$ cat src/hw/scss_defs.svh
/*
 Constants for the system clock source select block: mode codes, field
 resets and switch timing. Assumes inclusion by bare name from hw/.
*/
`ifndef SCSS_DEFS_SVH
`define SCSS_DEFS_SVH

// ==========================================================
// Oscillator mode codes (configuration fuse field)
`define SCSS_MODE_RC          4'h0
`define SCSS_MODE_RC_IO       4'h1
`define SCSS_MODE_EXTCLK      4'h2
`define SCSS_MODE_EXTCLK_X4   4'h3
`define SCSS_MODE_XTAL        4'h4
`define SCSS_MODE_XTAL_X4     4'h5
`define SCSS_MODE_INT_CLKOUT  4'h6
`define SCSS_MODE_INT_DUALIO  4'h7

// ==========================================================
// Reset values and field codes
`define SCSS_POSTSCALER_RST   3'h6
`define SCSS_POSTSCALER_16M   3'h7
`define SCSS_SYSSEL_RST       2'h0
`define SCSS_SYSSEL_PRIMARY   2'h0
`define SCSS_SYSSEL_SECONDARY 2'h1

// ==========================================================
// Clock switch pause: two old cycles plus four new cycles; divide-by-four toggle point
`define SCSS_OLD_CYCLES       3'h2
`define SCSS_NEW_CYCLES       3'h4
`define SCSS_DIV4_HALF        1'h1

`endif

$ cat src/hw/scss_pkg.sv
/*
 Types for the system clock source select block.
 Assumes scss_defs.svh is compiled alongside.
*/
package scss_pkg;
   typedef enum logic [1:0] {
      SCSS_RUN      = 2'b00,
      SCSS_DRAIN    = 2'b01,
      SCSS_SETTLE   = 2'b10
   } scss_state_t;

   typedef enum logic [1:0] {
      SCSS_SRC_PRIMARY = 2'b00,
      SCSS_SRC_HF      = 2'b01,
      SCSS_SRC_MF      = 2'b10,
      SCSS_SRC_LF      = 2'b11
   } scss_src_t;
endpackage : scss_pkg

$ cat src/hw/scss_edge_count.sv
/*
 Counts rising edges of a sampled clock level and flags when a target
 count is reached. Assumes the level is synchronous to sys_clk.
*/
`timescale 1ns/10ps
`default_nettype none
module scss_edge_count (
   input  wire logic       sys_clk,
   input  wire logic       rst,
   input  wire logic       start,
   input  wire logic       clk_level,
   input  wire logic [2:0] target,
   output logic            done
);
   logic       prev_reg;
   logic [2:0] cnt_reg;

   // ==========================================================
   // Edge counter
   always_ff @(posedge sys_clk) begin
      if (rst) begin
         prev_reg <= 1'b0;
      end else begin
         prev_reg <= clk_level;
      end
   end

   always_ff @(posedge sys_clk) begin
      if (rst || start) begin
         cnt_reg <= 3'h0;
      end else if (clk_level && !prev_reg && cnt_reg != target) begin
         cnt_reg <= cnt_reg + 3'h1;
      end
   end

   assign done = (cnt_reg == target) && !start;
endmodule : scss_edge_count
`default_nettype wire

$ cat src/hw/scss_top.sv
/*
 System clock source select: chooses the device clock source, gates it
 low across switches, cutting short any high phase in progress, drives the oscillator pins and enables.
 Assumes every source clock arrives as a level sampled on sys_clk, which
 must be much faster than any source it watches.
*/
`timescale 1ns/10ps
`default_nettype none
`include "scss_defs.svh"

module scss_top
   import scss_pkg::*;
(
   input  wire logic       sys_clk,
   input  wire logic       rst,
   input  wire logic [3:0] osc_mode_fuse,
   input  wire logic       multiplier_fuse_enable,
   input  wire logic       multiplier_sw_enable,
   input  wire logic       low_freq_source_select,
   input  wire logic       medium_source_select,
   input  wire logic [2:0] internal_postscaler_select_in,
   input  wire logic       internal_postscaler_write,
   input  wire logic [1:0] system_clock_select_in,
   input  wire logic       system_clock_select_write,
   input  wire logic       powerup_timer_enable,
   input  wire logic       failsafe_monitor_enable,
   input  wire logic       watchdog_enable,
   input  wire logic       two_speed_enable,
   input  wire logic       primary_clk_level,
   input  wire logic       secondary_clk_level,
   input  wire logic       high_freq_internal_source,
   input  wire logic       medium_freq_internal_source,
   input  wire logic       low_freq_rc_source,
   input  wire logic       multiplier_clk_level,
   input  wire logic       osc_in_pin_in,
   input  wire logic       osc_out_pin_in,
   input  wire logic       port_a_bit6_out,
   input  wire logic       port_a_bit6_oe,
   input  wire logic       port_a_bit7_out,
   input  wire logic       port_a_bit7_oe,
   output logic            osc_in_pin_out,
   output logic            osc_in_pin_oe,
   output logic            osc_out_pin_out,
   output logic            osc_out_pin_oe,
   output logic            port_a_bit6_in,
   output logic            port_a_bit7_in,
   output logic            sys_clk_gated,
   output logic            clock_switching,
   output logic            startup_wait_needed,
   output logic            multiplier_active,
   output logic            low_freq_rc_enable,
   output logic [2:0]      internal_postscaler_select,
   output logic [1:0]      system_clock_select,
   output logic [1:0]      active_source
);
   scss_state_t state_reg;
   scss_src_t   cur_src_reg;
   scss_src_t   new_src_reg;
   scss_src_t   want_src;
   logic [2:0]  postscaler_reg;
   logic [1:0]  clk_sel_reg;
   logic [1:0]  div_reg;
   logic        div_out_reg;
   logic        gate_reg;
   logic        osc_in_oe_reg;
   logic        osc_out_oe_reg;
   logic        osc_out_val_reg;
   logic        rx6_reg;
   logic        rx7_reg;
   logic        cur_level;
   logic        new_level;
   logic        prev_cur_reg;
   logic        old_done;
   logic        new_done;
   logic        start_pulse;
   logic        mode_ext_clock;
   logic        mode_x4;
   logic        mode_internal;
   logic        mode_rc;
   logic        div4_enable;
   logic        primary_level;
   logic        low_range;

   // ==========================================================
   // Mode decode
   always_comb begin
      mode_ext_clock = (osc_mode_fuse == `SCSS_MODE_EXTCLK)
                    || (osc_mode_fuse == `SCSS_MODE_EXTCLK_X4);
      mode_internal  = (osc_mode_fuse == `SCSS_MODE_INT_CLKOUT)
                    || (osc_mode_fuse == `SCSS_MODE_INT_DUALIO);
      mode_rc        = (osc_mode_fuse == `SCSS_MODE_RC)
                    || (osc_mode_fuse == `SCSS_MODE_RC_IO);
      // Multiplier modes still need an enable; the internal path also needs postscaler code 110 or 111, external input range is left to software
      mode_x4        = (((osc_mode_fuse == `SCSS_MODE_XTAL_X4)
                    || (osc_mode_fuse == `SCSS_MODE_EXTCLK_X4))
                        && (multiplier_sw_enable || multiplier_fuse_enable))
                    || (multiplier_sw_enable && mode_internal
                        && postscaler_reg[2:1] == 2'b11);
   end

   assign multiplier_active   = mode_x4;
   assign startup_wait_needed = !(mode_ext_clock || mode_rc);

   // ==========================================================
   // Internal block frequency selection
   // Postscaler codes 000 pick the low range; the rest pick the HF tap
   assign low_range = (postscaler_reg == 3'h0);

   always_comb begin
      if (!low_range) begin
         want_src = SCSS_SRC_HF;
      end else if (low_freq_source_select && !medium_source_select) begin
         want_src = SCSS_SRC_HF;
      end else if (low_freq_source_select) begin
         want_src = SCSS_SRC_MF;
      end else begin
         want_src = SCSS_SRC_LF;
      end
      if (clk_sel_reg == `SCSS_SYSSEL_PRIMARY && !mode_internal) begin
         want_src = SCSS_SRC_PRIMARY;
      end
   end

   always_comb begin
      primary_level = mode_x4 ? multiplier_clk_level : primary_clk_level;
      // Select 01 swaps the level seen on the primary path
      if (clk_sel_reg == `SCSS_SYSSEL_SECONDARY) begin
         primary_level = secondary_clk_level;
      end
   end

   function automatic logic level_of(input scss_src_t s, input logic p,
                                     input logic hf, input logic mf,
                                     input logic lf);
      case (s)
         SCSS_SRC_PRIMARY: level_of = p;
         SCSS_SRC_HF:      level_of = hf;
         SCSS_SRC_MF:      level_of = mf;
         default:          level_of = lf;
      endcase
   endfunction : level_of

   assign cur_level = level_of(cur_src_reg, primary_level, high_freq_internal_source,
                               medium_freq_internal_source, low_freq_rc_source);
   assign new_level = level_of(new_src_reg, primary_level, high_freq_internal_source,
                               medium_freq_internal_source, low_freq_rc_source);

   assign low_freq_rc_enable = (cur_src_reg == SCSS_SRC_LF)
                            || (new_src_reg == SCSS_SRC_LF)
                            || powerup_timer_enable || failsafe_monitor_enable
                            || watchdog_enable || two_speed_enable;

   // ==========================================================
   // Software control fields
   always_ff @(posedge sys_clk) begin
      if (rst) begin
         postscaler_reg <= `SCSS_POSTSCALER_RST;
      end else if (internal_postscaler_write) begin
         postscaler_reg <= internal_postscaler_select_in;
      end
   end

   always_ff @(posedge sys_clk) begin
      if (rst) begin
         clk_sel_reg <= `SCSS_SYSSEL_RST;
      end else if (system_clock_select_write) begin
         clk_sel_reg <= system_clock_select_in;
      end
   end

   // Fields show the new value after the write edge; a switch starts one edge later
   assign internal_postscaler_select = postscaler_reg;
   assign system_clock_select        = clk_sel_reg;

   // ==========================================================
   // Hold-low switch sequencer
   // Clock is held low: drain two old edges, then count new edges
   assign start_pulse = (state_reg == SCSS_RUN) && (want_src != cur_src_reg);

   scss_edge_count u_old_count (
      .sys_clk   (sys_clk),
      .rst       (rst),
      .start     (start_pulse),
      .clk_level (cur_level),
      .target    (`SCSS_OLD_CYCLES),
      .done      (old_done)
   );

   scss_edge_count u_new_count (
      .sys_clk   (sys_clk),
      .rst       (rst),
      .start     (start_pulse || state_reg != SCSS_SETTLE),
      .clk_level (new_level),
      .target    (`SCSS_NEW_CYCLES),
      .done      (new_done)
   );

   always_ff @(posedge sys_clk) begin
      if (rst) begin
         state_reg   <= SCSS_RUN;
         cur_src_reg <= SCSS_SRC_PRIMARY;
         new_src_reg <= SCSS_SRC_PRIMARY;
      end else begin
         case (state_reg)
            SCSS_RUN: begin
               if (start_pulse) begin
                  new_src_reg <= want_src;
                  state_reg   <= SCSS_DRAIN;
               end
            end
            SCSS_DRAIN: begin
               if (old_done) begin
                  state_reg <= SCSS_SETTLE;
               end
            end
            SCSS_SETTLE: begin
               if (new_done) begin
                  cur_src_reg <= new_src_reg;
                  state_reg   <= SCSS_RUN;
               end
            end
            default: state_reg <= SCSS_RUN;
         endcase
      end
   end

   assign clock_switching = (state_reg != SCSS_RUN);
   assign active_source   = cur_src_reg;

   // Follow the current clock in RUN; force low as soon as a switch starts, even while the current clock is high
   always_ff @(posedge sys_clk) begin
      if (rst) begin
         gate_reg <= 1'b0;
      end else begin
         gate_reg <= (state_reg == SCSS_RUN) && !start_pulse && cur_level;
      end
   end

   assign sys_clk_gated = gate_reg;

   // ==========================================================
   // Divide-by-four output
   always_ff @(posedge sys_clk) begin
      if (rst) begin
         prev_cur_reg <= 1'b0;
      end else begin
         prev_cur_reg <= gate_reg;
      end
   end

   // Counts gated clock edges; output toggles every two, near 50 percent
   always_ff @(posedge sys_clk) begin
      if (rst || clock_switching) begin
         div_reg     <= 2'h0;
         div_out_reg <= 1'b0;
      end else if (gate_reg && !prev_cur_reg) begin
         div_reg <= div_reg + 2'h1;
         if (div_reg[0] == `SCSS_DIV4_HALF) begin
            div_out_reg <= !div_out_reg;
         end
      end
   end

   // ==========================================================
   // Oscillator pin ownership
   always_comb begin
      div4_enable = (osc_mode_fuse == `SCSS_MODE_RC)
                 || (osc_mode_fuse == `SCSS_MODE_EXTCLK)
                 || (osc_mode_fuse == `SCSS_MODE_INT_CLKOUT);
      // High-speed and multiplier modes keep the pin for the crystal
      if (osc_mode_fuse == `SCSS_MODE_XTAL) begin
         div4_enable = 1'b0;
      end
   end

   always_ff @(posedge sys_clk) begin
      if (rst) begin
         osc_out_oe_reg  <= 1'b0;
         osc_out_val_reg <= 1'b0;
         osc_in_oe_reg   <= 1'b0;
      end else begin
         if (div4_enable) begin
            osc_out_oe_reg  <= 1'b1;
            osc_out_val_reg <= div_out_reg;
         end else if (osc_mode_fuse == `SCSS_MODE_RC_IO
                   || osc_mode_fuse == `SCSS_MODE_INT_DUALIO) begin
            osc_out_oe_reg  <= port_a_bit6_oe;
            osc_out_val_reg <= port_a_bit6_out;
         end else begin
            osc_out_oe_reg  <= 1'b0;
            osc_out_val_reg <= 1'b0;
         end
         if (mode_internal) begin
            osc_in_oe_reg <= port_a_bit7_oe;
         end else begin
            osc_in_oe_reg <= 1'b0;
         end
      end
   end

   always_ff @(posedge sys_clk) begin
      if (rst) begin
         rx6_reg <= 1'b0;
         rx7_reg <= 1'b0;
      end else begin
         rx6_reg <= (osc_mode_fuse == `SCSS_MODE_RC_IO
                  || osc_mode_fuse == `SCSS_MODE_INT_DUALIO) && osc_out_pin_in;
         rx7_reg <= mode_internal && osc_in_pin_in;
      end
   end

   assign osc_out_pin_out = osc_out_val_reg;
   assign osc_out_pin_oe  = osc_out_oe_reg;
   assign osc_in_pin_out  = osc_in_oe_reg && port_a_bit7_out;
   assign osc_in_pin_oe   = osc_in_oe_reg;
   assign port_a_bit6_in  = rx6_reg;
   assign port_a_bit7_in  = rx7_reg;
endmodule : scss_top
`default_nettype wire

$ cat config.mk
export PLATFORM = sky130hd
export DESIGN_NAME = scss_top
export DESIGN_NICKNAME = d
export VERILOG_FILES = /design/src/hw/scss_pkg.sv /design/src/hw/scss_edge_count.sv /design/src/hw/scss_top.sv
export VERILOG_INCLUDE_DIRS = /design/src /design/src/hw
export SDC_FILE = /design/constraint.sdc
export NUM_CORES = 1
export LEC_CHECK = 0
export ABC_AREA = 1
export BUFFER_PORTS_ARGS = -buffer_cell sky130_fd_sc_hd__buf_2
export CORE_MARGIN = 2
export CORE_UTILIZATION = 45
export CTS_CLUSTER_SIZE = 28
export DETAILED_ROUTE_END_ITERATION = 6
export GPL_TIMING_DRIVEN = 0
export PLACE_DENSITY = 0.71
export SLEW_MARGIN = 5
export SYNTH_ARGS = -nofsm -noshare
export SYNTH_HDL_FRONTEND = slang
export SYNTH_SLANG_ARGS = --single-unit
$ cat constraint.sdc
create_clock -name sys_clk -period 1.7 [get_ports sys_clk]
set_clock_uncertainty 0.1 [all_clocks]
set_input_delay 0.085 -clock sys_clk [delete_from_list [all_inputs] [get_ports sys_clk]]
set_output_delay 0.085 -clock sys_clk [all_outputs]
set_load 0.01 [all_outputs]
# Yosys cells after proc, flatten, opt, wreduce, memory -nomap -nowiden
# Index checks and enable logic that the tools add are counted.
# classes
n_addsub	3
multipliers	0
n_div	0
magnitude_cmp	0
eq_ne	26
shifts	0
mux	17
bitwise_logic	1
n_reduce_logical	58
# ops
op	count
$logic_or A1 B1 Y1	19
$logic_and A1 B1 Y1	18
$eq A4 B3 Y1 const B	4
$eq A2 B2 Y1 const B	6
$mux W2	6
$logic_not A1 Y1	9
$eq A2 B1 Y1 const B	4
$eq A4 B2 Y1 const B	2
$logic_not A2 Y1	4
$mux W1	8
$ne A2 B2 Y1 const B	4
$add A3 B1 Y3 const B	2
$pmux W1 S3	2
$pmux W2 S3	1
$reduce_and A2 Y1	3
$eq A4 B1 Y1 const B	1
$logic_not A4 Y1	1
$eq A3 B2 Y1 const B	1
$eq A3 B3 Y1 const B	1
$logic_not A3 Y1	1
$ne A3 B2 Y1 const B	1
$ne A3 B3 Y1 const B	1
$reduce_and A3 Y1	1
$add A2 B1 Y2 const B	1
other kinds (4)	4
# totals
ff_bits	29
latch_bits	0
mem_bits_rw	0
mem_bits_ro	0
input_bits	33
out_inout_bits	18
elab_cells	123
memories	0

# Logic depth before layout (Yosys ltp)
# depth
ltp_word	12
depth_mapped	13
ltp_nobuf	13

# Hierarchy
# Synthesis repeated with hierarchy kept, for this count alone.
# unflattened
hier_cells	229
area_unflattened_um2	1514.0
# modules_own_cells
mod	n_inst	cells_per_inst	area_per_inst_um2	seq_area_each_um2
scss_top	1	157	1051.0	400.4
scss_edge_count	2	36	231.5	80.1

# Worst setup path after synthesis
# No wires, ideal clock.
# synth_path
kind	register to register
startpoint	reg postscaler_reg[2] (netlist: internal_postscaler_select[2])
endpoint	reg new_src_reg[0]
setup_time_ns	0.067
arrival_ns	1.302
required_ns	1.533
setup_slack_ns	0.231
path_stages_with_launch	10
n_path_buf	0
period_less_slack_ns	1.469
path_cell_list	dfxtp_1 nor2_1 nand2_1 a21oi_2 nand2_1 xor2_1 nand2_2 nand2_4 or2_1 a21oi_2
# synth_between
elab_chain_cells	6
# synth_rtl
element	line	source
from (decl)	scss_top.sv:60	logic [2:0] postscaler_reg;
from (signal assigned)	scss_top.sv:157	postscaler_reg <= `SCSS_POSTSCALER_RST;
from (signal assigned)	scss_top.sv:159	postscaler_reg <= internal_postscaler_select_in;
$logic_not A3 Y1 (*)	scss_top.sv:107	assign low_range = (postscaler_reg == 3'h0);
$mux W2 (*)	scss_top.sv:110	if (!low_range) begin
$mux W2 (*)	scss_top.sv:119	if (clk_sel_reg == `SCSS_SYSSEL_PRIMARY && !mode_internal) begin
$ne A2 B2 Y1	scss_top.sv:178	assign start_pulse = (state_reg == SCSS_RUN) && (want_src != cur_src_reg);
$logic_and A1 B1 Y1	scss_top.sv:178	
$reduce_and A2 Y1 (no source line)	-	
to (signal assigned)	scss_top.sv:207	new_src_reg <= want_src;
to (decl)	scss_top.sv:58	scss_src_t new_src_reg;
# Every way passes the cells marked *; elsewhere a longest branch is shown, timed or not.
# A chain may end at the register's enable or synchronous reset.

==> reports/metrics.yaml <==
clock_network:
  cts_buffers: 3
  htree_levels: 1
  worstSkewPairLatency_ps: 330
  cts-root-buf: "clkbuf_4"
  cts_tree: "built"
  clockBufferDepth: 2
  clkSlewWorstSetupHoldPaths_ps: 150
  cts_sinks: 28
yosys:
  synth_async_sr_flop_share: 0
  syn_area_sq_um: 1398
  ys_types: 23
  synth.largest_area_cell: "dfxtp_1"
  synth_top_area_frac: 0.4011
  synth_edf_count: 0
  syn_nets: 239
  avgSynthCellArea_sq_um: 6.919
  yosysWarnings: 0
  ys_seq_area_frac: 0.4011
  ys_top_cells_by_area: "dfxtp_1, nand2_1, inv_1"
  syn_inst: 202
  synth_seq_cells: 28
  synth_flop_cell: "dfxtp_1"
final_layout:
  final_common_cell: "buf_2"
  nets: 320
  drive_gt1_frac: 0.2660
  antenna-diode-count: 0
  fillers: 279
  final_cells: 315
  area_delta_synth_final_pct: 41.90
  final_area_sq_um: 1983
  mostFrequentLayoutCells: "buf_2, nand2_1, inv_1"
pwr:
  cellInternalPower_mw: 0.9661
  p_leak_nw: 1.003
  p_sw_mw: 0.3998
  seq_power_share: 0.524
  p_per_area_nw_per_um2: 688.7
  switching_share: 0.2927
  clkPwrFrac: 0.244
  comb_power_share: 0.232
  ir_drop_uv: 359.7
critical_path:
  r2r_setup_slack_ps: 110
  timing.rr.end: "new_src_reg[1]"
  cp_max_fo: 9
  slowest_delay_ps: 570
  cp-start-kind: "input pin"
  cpLargestDelayFamily: "buffers and inverters"
  arrival_ps: 1790
  criticalPathCategory: "input pin to flop"
  crit_buf_inv: 4
  worstReg2RegStart: "internal_postscaler_select[2]"
  path_cells: "dlygate4sd3_1 -> buf_2 -> inv_1 -> o21ai_0 -> dlygate4sd3_1 -> a21oi_1"
  crit_path_end_kind: "flop"
  critPathSlowestCell: "dlygate4sd3_1"
  cp.required_ps: 1880
  cp-startpoint: "rst"
  cpMostUsedCell: "dlygate4sd3_1"
  worstRegToRegCells: 9
global_routing:
  antenna_found_initial: 0
  grt_max_degree: 16
  grt_pass1_wl_microns: 5671
  grt_usage: 0.2117
  grt_pass1_vias: 1349
  grt-ovfl-total: 0
drt:
  drt-pass1-iter-count: 4
  ant_nets: 0
  via_per_inst: 4.825
  drc: 0
  wirelength_microns: 3472
  drt_iter0_markers: 50
  wire_per_inst_microns: 11.02
  num_vias: 1520
timing:
  max_slew_margin: 0.7404
  hold_violations: 0
  worstMarginPinSlew_ps: 388.0
  post-route-period-util: 0.9432
  fmax_mhz: 623.6
  drv_slew: 0
  setup_viol: 0
  hold-worst-slack_ps: 50.09
  min_period_ps: 1603
placement:
  dp_cells: 285
  port_buffers: 50
  gp_congestion: 0.7514
  dpl_cell_area_sq_um: 1689
  dp.final_hpwl_microns: 2369
die:
  die_area_sq_um: 3568
  core_area_sq_um: 3003
  initial_core_util: 0.4654
  die_x_microns: 59.73
  ios: 51
  dieHeight_microns: 59.73
  rows: 20
flow_run:
  max-cap-violations: 0
run_status:
  outcome: "finished clean"
worst_hold_path:
  min_path_cells: 5
  min_path_type: "input pin to flop"
  min-delay-start: "medium_freq_internal_source"
  hold_end: "u_new_count.prev_reg"
logic make-up after synthesis:
logic type,count (synthesis),share of synthesized area
AO/OA/AOI/OAI,26,0.09938
XOR/XNOR,3,0.01880
adder cells (fa/ha/maj),4,0.03581
buffers and inverters,33,0.08863
flip-flops,28,0.4011
AND/OR/NAND/NOR,108,0.3563
worst register-to-register path, cell delays in order, from the launching register on:
cell and delay [ps]:
dfxtp_4 390, nor2_2 100, nand2_1 90, o21ai_1 200
xor2_1 200, nand2_2 110, buf_4 140, nand3_1 60
nand2_1 50, a21oi_1 100
metrics by stage:
stage | power [mW] | worst slack (ps) | setup TNS, ps | utilization
after floorplan | 0.8975 | 230.7 | 0 | -
after global placement | 0.9892 | 185.6 | 0 | 0.5625
after detailed placement | 0.9947 | 167.7 | 0 | 0.5625
after CTS | 1.362 | 48.53 | 0 | 0.6479
after global routing | 1.443 | -21.23 | -21.23 | 0.6604
final | 1.366 | 96.53 | 0 | 0.6604
synth_stat cells (3+ instances only):
library cell / count
nand3_2: 5
o21ai_0: 8
nand3_1: 13
dfxtp_1: 28
nand2_1: 46
nand4_1: 5
nor2_1: 28
ha_1: 4
a21oi_1: 14
inv_1: 30
xor2_1: 3
layer usage:
metal,track usage,up-vias,routed length (microns)
met5,0,-,0
met4,0.08889,0,74
met3,0.02814,7,116
met2,0.3804,31,1742
met1,0.2493,683,1539
li1,-,799,-
how the worst max path moves through the flow:
stage | endpoint | slack (ps) | cells past startpoint
2_1_floorplan | new_src_reg[0] | 230 | 9
3_3_place_gp | new_src_reg[0] | 190 | 9
3_5_place_dp | new_src_reg[0] | 170 | 9
4_1_cts | osc_out_pin_out | 50 | 5
5_1_grt | new_src_reg[0] | -20 | 9
6_report | system_clock_select[1] | 100 | 6
power groups by stage:
stage / Combinational (mW) / Clock [mW] / Sequential (mW)
floorplan: 0.166 / 0 / 0.731
global placement: 0.261 / 0 / 0.728
detailed placement: 0.266 / 0 / 0.729
CTS: 0.303 / 0.344 / 0.715
global route: 0.358 / 0.365 / 0.720
finish: 0.317 / 0.333 / 0.716
repair_timing:
| action | CTS | global route |
|---|---|---|
| buffers inserted | 0 | 4 |
| hold buffers | 22 | 0 |
| hold endpoints to repair | 14 | 0 |
| setup endpoints to repair | 0 | 3 |
| gates resized for setup | 0 | 5 |
layout make-up:
cell class	instances	area [sq um]	area share
multi-input combinational	141	715.7	0.3609
sequential	28	564.3	0.2845
timing repair buffer	76	500.5	0.2524
inverter	32	120.1	0.06057
tap	33	41.29	0.02082
clock buffer	4	36.28	0.01830
buffer	1	5.005	0.002524
(Power assumes the default switching activity.)
